<file path="src/core/pec_pkg.sv">
// Package for the two-channel event counter block.
// Assumes one processor clock domain; shared by the counter top module.
package pec_pkg;

    // Select register field positions
    localparam int SEL_CODE_LO   = 0;     // Event code low bit
    localparam int SEL_QUAL_LO   = 8;     // Qualifier field low bit
    localparam int SEL_USR_BIT   = 16;    // User level flag
    localparam int SEL_KRN_BIT   = 17;    // Kernel level flag
    localparam int SEL_EDGE_BIT  = 18;    // Edge detect flag
    localparam int SEL_PIN_BIT   = 19;    // Pulse on event flag
    localparam int SEL_INT_BIT   = 20;    // Overflow interrupt enable
    localparam int SEL_EN_BIT    = 22;    // Global enable, select 0 only
    localparam int SEL_INV_BIT   = 23;    // Compare negate flag
    localparam int SEL_THR_LO    = 24;    // Threshold field low bit

    // Register indices on the access port
    localparam logic [1:0] REG_SEL0 = 2'h0;  // event_select_0
    localparam logic [1:0] REG_SEL1 = 2'h1;  // event_select_1
    localparam logic [1:0] REG_CNT0 = 2'h2;  // event_count_0
    localparam logic [1:0] REG_CNT1 = 2'h3;  // event_count_1

    // Widths and reset values
    localparam int CNT_W   = 40;           // Counter width
    localparam int EVN_W   = 4;            // Events per cycle width
    localparam logic [31:0] SEL_RST = 32'h0000_0000;  // Select after reset
    localparam logic [39:0] CNT_RST = 40'h00_0000_0000; // Count after reset

    // Per-channel event input group
    typedef struct packed {
        logic [7:0]       code;   // Event code being presented
        logic [EVN_W-1:0] num;    // Events this cycle for that code
        logic [7:0]       qual;   // Qualifier bits matching this event
    } pec_evt_t;

    // Whole register state of the block
    typedef struct packed {
        logic [1:0][31:0]      sel;     // Select registers
        logic [1:0][CNT_W-1:0] cnt;     // Counters
        logic [1:0]            lastQ;   // Previous qualified condition
        logic [1:0]            pin;     // Monitor output pins
        logic [1:0]            irq;     // Overflow requests
        logic [CNT_W-1:0]      rdData;  // Read data
        logic                  rdOk;    // Read accepted
        logic                  rdErr;   // Read refused
        logic                  wrErr;   // Write refused
    } pec_state_t;

endpackage : pec_pkg

</file>
<file path="src/core/pec_counters.sv">
// Two programmable event counters with select registers and read port.
// Assumes events, privilege level and access requests are synchronous
// to clk_sys; reads are answered one cycle after the request.
// Overview of operation
// [RQ1] Low byte selects the event code
// [RQ2] Bits 8-15 qualify the chosen event
// [RQ3] User flag counts at privilege one-three
// [RQ4] Kernel flag counts at privilege zero
// [RQ5] Edge flag counts rising transitions only
// [RQ6] Pin pulses per event or on overflow
// [RQ7] Pin pulse lasts exactly one clock
// [RQ8] Interrupt flag raises request on overflow
// [RQ9] Select 0 bit 22 enables both counters
// [RQ10] Invert flag negates threshold comparison
// [RQ11] Nonzero threshold: add one when reached
// [RQ12] Zero threshold: add full event count
// [RQ13] Counter read gated by user read gate
// [RQ14] Counter read does not serialize
// [RQ15] Register access only at privilege zero
// [RQ16] Counter write sign-extends bit 31
// [RQ17] Counting starts right after enable write
// [RQ18] Clearing select stops its counter
// [RQ19] Two independent forty bit counters
// [RQ20] Duration mode counts clocks while true
// [RQ21] Overflow is carry out of bit 39
`timescale 1ns/1ps
module pec_counters (
    // Clock and reset
    input  wire logic                       clk_sys,
    input  wire logic                       sys_rst,
    // Processor context
    input  wire logic [1:0]                 privLevel,
    input  wire logic                       userReadGate,
    input  wire logic [1:0]                 durationMode,
    // Event inputs per channel
    input  wire pec_pkg::pec_evt_t [1:0]    evtIn,
    // Register access port
    input  wire logic                       msrWrite,
    input  wire logic                       msrRead,
    input  wire logic [1:0]                 msrIdx,
    input  wire logic [31:0]                msrWData,
    input  wire logic                       ctrRead,
    input  wire logic                       ctrIdx,
    output logic [pec_pkg::CNT_W-1:0]       rdData,
    output logic                            rdOk,
    output logic                            rdErr,
    output logic                            wrErr,
    // Outputs to pins and interrupt controller
    output logic [1:0]                      monitorOutputPin,
    output logic [1:0]                      ovfIrq
);

    pec_pkg::pec_state_t st_r;   // Registered state
    pec_pkg::pec_state_t st_nxt; // Next state
    logic [1:0]          qualOk; // Event and privilege qualified
    logic [1:0]          hit;    // Threshold or edge result
    logic [1:0]          incEn;  // Counter advances this cycle
    logic [1:0][pec_pkg::CNT_W:0] sum;   // Counter plus step with carry
    logic [1:0][pec_pkg::CNT_W-1:0] stepV; // Step to add
    logic                privZero; // Kernel privilege
    logic [1:0]          condQ;    // Qualified condition per channel

    assign privZero = (privLevel == 2'h0);

    // Per-channel qualify, threshold and step logic
    generate
        for (genvar i = 0; i < 2; i++) begin : g_ch
            logic [31:0] s;
            logic        priv;
            logic        match;
            logic        geq;
            logic        cond;
            assign s = st_r.sel[i];
            assign priv = (s[pec_pkg::SEL_USR_BIT] & !privZero) // see RQ3
                        | (s[pec_pkg::SEL_KRN_BIT] & privZero); // see RQ4
            // Code and qualifier must match the presented event
            assign match = (evtIn[i].code == s[7:0])             // see RQ1
                         && ((s[15:8] == 8'h00)
                             || ((evtIn[i].qual & s[15:8]) != 8'h00)); // see RQ2
            assign qualOk[i] = priv & match;
            // Threshold comparison, optionally negated
            assign geq = ({4'h0, evtIn[i].num} >= s[31:24]);
            assign cond = qualOk[i] & ((s[31:24] == 8'h00)
                        ? (evtIn[i].num != 4'h0)
                        : (geq ^ s[pec_pkg::SEL_INV_BIT])); // see RQ10
            // Edge history must follow the full condition, not the match
            assign condQ[i] = cond;                            // see RQ5
            // Edge mode takes only rising edges of the condition
            assign hit[i] = s[pec_pkg::SEL_EDGE_BIT]
                          ? (cond & !st_r.lastQ[i])            // see RQ5
                          : cond;
            // Enable from select 0 bit 22 gates both channels
            assign incEn[i] = hit[i] & st_r.sel[0][pec_pkg::SEL_EN_BIT]
                            & (s != 32'h0);     // see RQ9 see RQ17 see RQ18
            // Step: full count, one, or one clock in duration mode
            assign stepV[i] = (s[31:24] == 8'h00 && !durationMode[i]
                               && !s[pec_pkg::SEL_EDGE_BIT])
                ? {36'h0, evtIn[i].num}                         // see RQ12
                : 40'h00_0000_0001;              // see RQ11 see RQ20
            assign sum[i] = {1'b0, st_r.cnt[i]} + {1'b0, stepV[i]};
        end
    endgenerate

    // Next state
    always_comb begin
        st_nxt = st_r;
        st_nxt.rdOk  = 1'b0;
        st_nxt.rdErr = 1'b0;
        st_nxt.wrErr = 1'b0;
        // Counting, pins and overflow requests per channel
        for (int i = 0; i < 2; i++) begin
            st_nxt.lastQ[i] = condQ[i];                         // see RQ5
            st_nxt.pin[i] = 1'b0;                               // see RQ7
            st_nxt.irq[i] = 1'b0;
            if (incEn[i]) begin
                st_nxt.cnt[i] = sum[i][pec_pkg::CNT_W-1:0];     // see RQ19
                // Carry out of top bit marks overflow
                if (sum[i][pec_pkg::CNT_W]) begin               // see RQ21
                    st_nxt.irq[i] = st_r.sel[i][pec_pkg::SEL_INT_BIT]; // see RQ8
                end
                st_nxt.pin[i] = st_r.sel[i][pec_pkg::SEL_PIN_BIT]
                              | sum[i][pec_pkg::CNT_W];         // see RQ6
            end
        end
        // Register writes, kernel only
        if (msrWrite) begin
            if (!privZero) begin
                st_nxt.wrErr = 1'b1;                            // see RQ15
            end else begin
                unique case (msrIdx)
                    pec_pkg::REG_SEL0: st_nxt.sel[0] = msrWData;
                    pec_pkg::REG_SEL1: st_nxt.sel[1] = msrWData;
                    pec_pkg::REG_CNT0:
                        st_nxt.cnt[0] = {{8{msrWData[31]}}, msrWData}; // see RQ16
                    pec_pkg::REG_CNT1:
                        st_nxt.cnt[1] = {{8{msrWData[31]}}, msrWData}; // see RQ16
                endcase
            end
        end
        // Register reads, kernel only
        if (msrRead) begin
            if (!privZero) begin
                st_nxt.rdErr = 1'b1;                            // see RQ15
            end else begin
                st_nxt.rdOk = 1'b1;
                unique case (msrIdx)
                    pec_pkg::REG_SEL0: st_nxt.rdData = {8'h00, st_r.sel[0]};
                    pec_pkg::REG_SEL1: st_nxt.rdData = {8'h00, st_r.sel[1]};
                    pec_pkg::REG_CNT0: st_nxt.rdData = st_r.cnt[0];
                    pec_pkg::REG_CNT1: st_nxt.rdData = st_r.cnt[1];
                endcase
            end
        end else if (ctrRead) begin
            // Counter read samples at once, no ordering wait
            if (userReadGate && !privZero) begin
                st_nxt.rdErr = 1'b1;                            // see RQ13
            end else begin
                st_nxt.rdOk = 1'b1;
                st_nxt.rdData = st_r.cnt[ctrIdx];               // see RQ14
            end
        end
    end

    // State register
    always_ff @(posedge clk_sys) begin
        if (sys_rst) begin
            st_r <= '0;
        end else begin
            st_r <= st_nxt;
        end
    end

    // Outputs straight from flip-flops
    assign rdData = st_r.rdData;
    assign rdOk = st_r.rdOk;
    assign rdErr = st_r.rdErr;
    assign wrErr = st_r.wrErr;
    assign monitorOutputPin = st_r.pin;
    assign ovfIrq = st_r.irq;
endmodule : pec_counters

</file>
<file path="config.mk">
export PLATFORM = sky130hd
export DESIGN_NAME = pec_counters
export DESIGN_NICKNAME = d
export VERILOG_FILES = /design/src/core/pec_pkg.sv /design/src/core/pec_counters.sv
export SDC_FILE = /design/constraint.sdc
export NUM_CORES = 1
export LEC_CHECK = 0
export ABC_CLOCK_PERIOD_IN_PS = 4550
export BUFFER_PORTS_ARGS = -buffer_cell sky130_fd_sc_hd__buf_2
export CORE_MARGIN = 2
export CORE_UTILIZATION = 40
export CTS_BUF_LIST = sky130_fd_sc_hd__clkbuf_8 sky130_fd_sc_hd__clkbuf_16
export CTS_CLUSTER_SIZE = 16
export DETAILED_ROUTE_END_ITERATION = 7
export HOLD_SLACK_MARGIN = 0.06
export PLACE_DENSITY = 0.61
export SLEW_MARGIN = 20
export SYNTH_ARGS = -nofsm -noshare
export SYNTH_HDL_FRONTEND = slang
export SYNTH_SLANG_ARGS = --single-unit
</file>
<file path="constraint.sdc">
create_clock -name clk_sys -period 4.55 [get_ports clk_sys]
set_clock_uncertainty 0.1 [all_clocks]
set_input_delay 1.365 -clock clk_sys [delete_from_list [all_inputs] [get_ports clk_sys]]
set_output_delay 1.365 -clock clk_sys [all_outputs]
set_load 0.02 [all_outputs]
</file>
==> impl_metrics.yaml <==
die:
  core_region_area_sq_um: 27000
  die_x_microns: 170
  initial_core_util_pct: 40.8
  fp.dieArea_sq_um: 28900
  pin_count: 132
  rows: 60
  die_height_microns: 170
global_route:
  grt_max_degree: 173
  track_usage_pct: 24.8
  grt.busiest_layer: "met2"
  grt-ovfl-total: 0
  met1_usage_pct: 32.1
  grt_pass1_vias: 9421
  antenna_found_initial: 0
  grtUsageMet2_pct: 41.6
  grt_pass1_wl_microns: 54800
  grtUsageMet3_pct: 3.79
routing:
  totalWireLength_microns: 35500
  dr_total_vias: 10100
  drc: 0
  vias_per_cell: 5.95
  first_iter_violations: 962
  wl_per_cell_microns: 20.9
  drt-pass1-iter-count: 7
  antenna_left: 0
finish:
  diodes: 0
  fin_cells: 1700
  layout-drive-gt1-share_pct: 19.7
  fin_nets: 1449
  final_core_util_pct: 45.1
  area_growth_syn_to_layout_pct: 10.5
  final_cell_area_sq_um: 12200
yosys:
  avgSynthCellArea_sq_um: 8.43
  synth_common_cells: "217 x nand2_1, 193 x dfxtp_1, 105 x a21oi_1"
  ys_types: 69
  synth_nets: 1409
  ys_warn_count: 0
  ys_ff_latch: 193
  yosysSeqAreaShare_pct: 35.1
  async_flop_share_pct: 0
  yosysMostFrequentCell: "nand2_1"
  yosysTopAreaCellShare_pct: 35.1
  ys.flop_type: "dfxtp_1"
  yosys.area.top_type: "dfxtp_1"
  netlist_instances: 1306
  yosys-top-cells-area: "dfxtp_1 35%, nand2_1 7.4%, mux4_2 6.1%"
  netlist_area_sq_um: 11000
  synth-edff-count: 0
cts:
  h-tree-depth: 4
  post_cts_buffers: 0
  cts_buffers: 17
  cts_resized: 0
  cts_buffer_depth: 2
  cts.sinks: 193
  clk-insertion-delay-late_ns: 0.45
  clk_pin_slew_ns: 0.08
  cts_tree: "done"
  ctsHoldBuffers: 0
  cts-root-buf: "clkbuf_16"
worst_setup_path:
  worst-setup-path-type: "primary input to register"
  end_kind: "register"
  max_stage_delay_ns: 0.54
  slowest_stage: "or3_1"
  cp.required_ns: 4.82
  path_cells: "buf_2 -> inv_1 -> ha_1 -> nand2b_1 -> a2111oi_0 -> or3_2 -> nand4_2 -> or3_1 -> or4_1 -> a31oi_1"
  path_buf_inv: 2
  cp_top_family: "simple AND/OR/NAND/NOR gates"
  cp-start-kind: "primary input"
  cp.arrival_ns: 4.12
  crit_fanout: 8
timing:
  maxSlewHeadroom_pct: 36.8
  worst_slew_pin_slew_ns: 0.944
  period_share_pct: 84.7
  clock.fmax_mhz: 260
  rsz0062_at_grt: "false"
  min_period_ns: 3.85
  finalHoldViolations: 0
  fin_setup_tns_ns: 0
  maxSlewViolCount: 0
  finalSetupViolations: 0
flow_run:
  max-cap-violations: 0
power_and_ir_drop:
  p_comb_share_pct: 8.9
  power_density_nw_per_um2: 300
  intPower_mw: 2.67
  p_seq_share_pct: 48.1
  leakagePower_nw: 4.14
  clock_power_share_pct: 43.0
  swShare_pct: 26.7
  irDropWorstVdd_mv: 0.212
  p_sw_uw: 974
place:
  portBuffers: 131
  dp.cells: 1668
  place_congestion: 0.891
  hpwlAfterDp_microns: 24800
  place_area_sq_um: 11600
hold_path:
  hold_class: "register to register"
run_status:
  status: "complete, no violations"
## area by class of cell
class	instances	area, sq um
fillers	2676	14800
multi-input cells	956	6340
well taps	341	427
clock buffers	18	439
clock inverters	14	153
repair buffers	153	848
inverters	25	93.8
flip-flops and latches	193	3860
## power groups by stage
stage                     Clock, mW  Sequential (mW)  Combinational (mW)
after global placement            0             1.79               0.317
after detailed placement          0             1.79               0.321
after CTS                      1.59             1.75               0.323
after floorplan                   0             1.78               0.197
final                          1.57             1.75               0.325
after global routing           1.67             1.76               0.350
## path summary, 6_finish.rpt
| kind | start | endpoint | slack [ns] | depth (start not counted) |
|---|---|---|---|---|
| setup / recovery | evtIn[8] | st_r[88] | 0.70 | 10 |
| hold / removal | rdData[12] | rdData[12] | 0.35 | 2 |
| setup reg to reg | g_ch[1].s[24] | st_r[118] | 0.74 | 12 |
| hold reg to reg | rdData[12] | rdData[12] | 0.35 | 2 |
## flip-flops by register name, indices dropped and copies added (netlist names)
name and flops:
g_ch.s 64, monitorOutputPin 2, ovfIrq 2, rdData 40, rdErr 1, rdOk 1, st_r 82, wrErr 1
## kinds of logic (layout without fill, tap and decap cells)
kind of cell               Yosys count  in the layout  synth area share, %
and+or+nand+nor                    521            521                 23.7
AOI/OAI and AO/OA                  300            300                 17.6
DFF                                193            193                 35.1
buffers and inverters              157            210                 7.44
muxes                               62             62                 9.66
xor gates and xnor gates            55             55                 4.38
adders and majority gates           18             18                 2.18
## stage by stage
stage / setup WS, ns / total power [mW] / hold WS, ns
4_1_cts: 0.701 / 3.66 / 0.351
6_report: 0.697 / 3.65 / 0.348
3_5_place_dp: 0.234 / 2.11 / 0.340
2_1_floorplan: 0.571 / 1.98 / 0.332
5_1_grt: 0.430 / 3.78 / 0.364
3_3_place_gp: 0.312 / 2.11 / 0.335
## worst register-to-register path, delay by kind of cell (launching register included)
family                   cells  cell delay, ns
adder cells (fa/ha/maj)      1            0.16
AND/OR/NAND/NOR              7            2.56
flip-flops                   1            0.38
AO/OA/AOI/OAI                4            0.52
## cell usage in the layout, fill, tap and decap left out, drive strengths merged, types with 29 or more instances in the layout
master / synthesis / routed
a211oi: 36 / 36
a21oi: 105 / 105
a22oi: 38 / 38
buf: 55 / 153
dfxtp: 193 / 193
inv: 24 / 30
mux4: 32 / 32
nand2: 217 / 217
nand3: 34 / 34
nand4: 29 / 29
nor2: 89 / 89
nor4: 38 / 38
o21ai: 40 / 40
xnor2: 52 / 52
## metal layers
layer	wire length, microns	part of all wire [%]
met5	0	0
met4	1150	3.2
met3	2550	7.2
met2	16800	47
met1	15000	42
(Power assumes the default switching activity.)
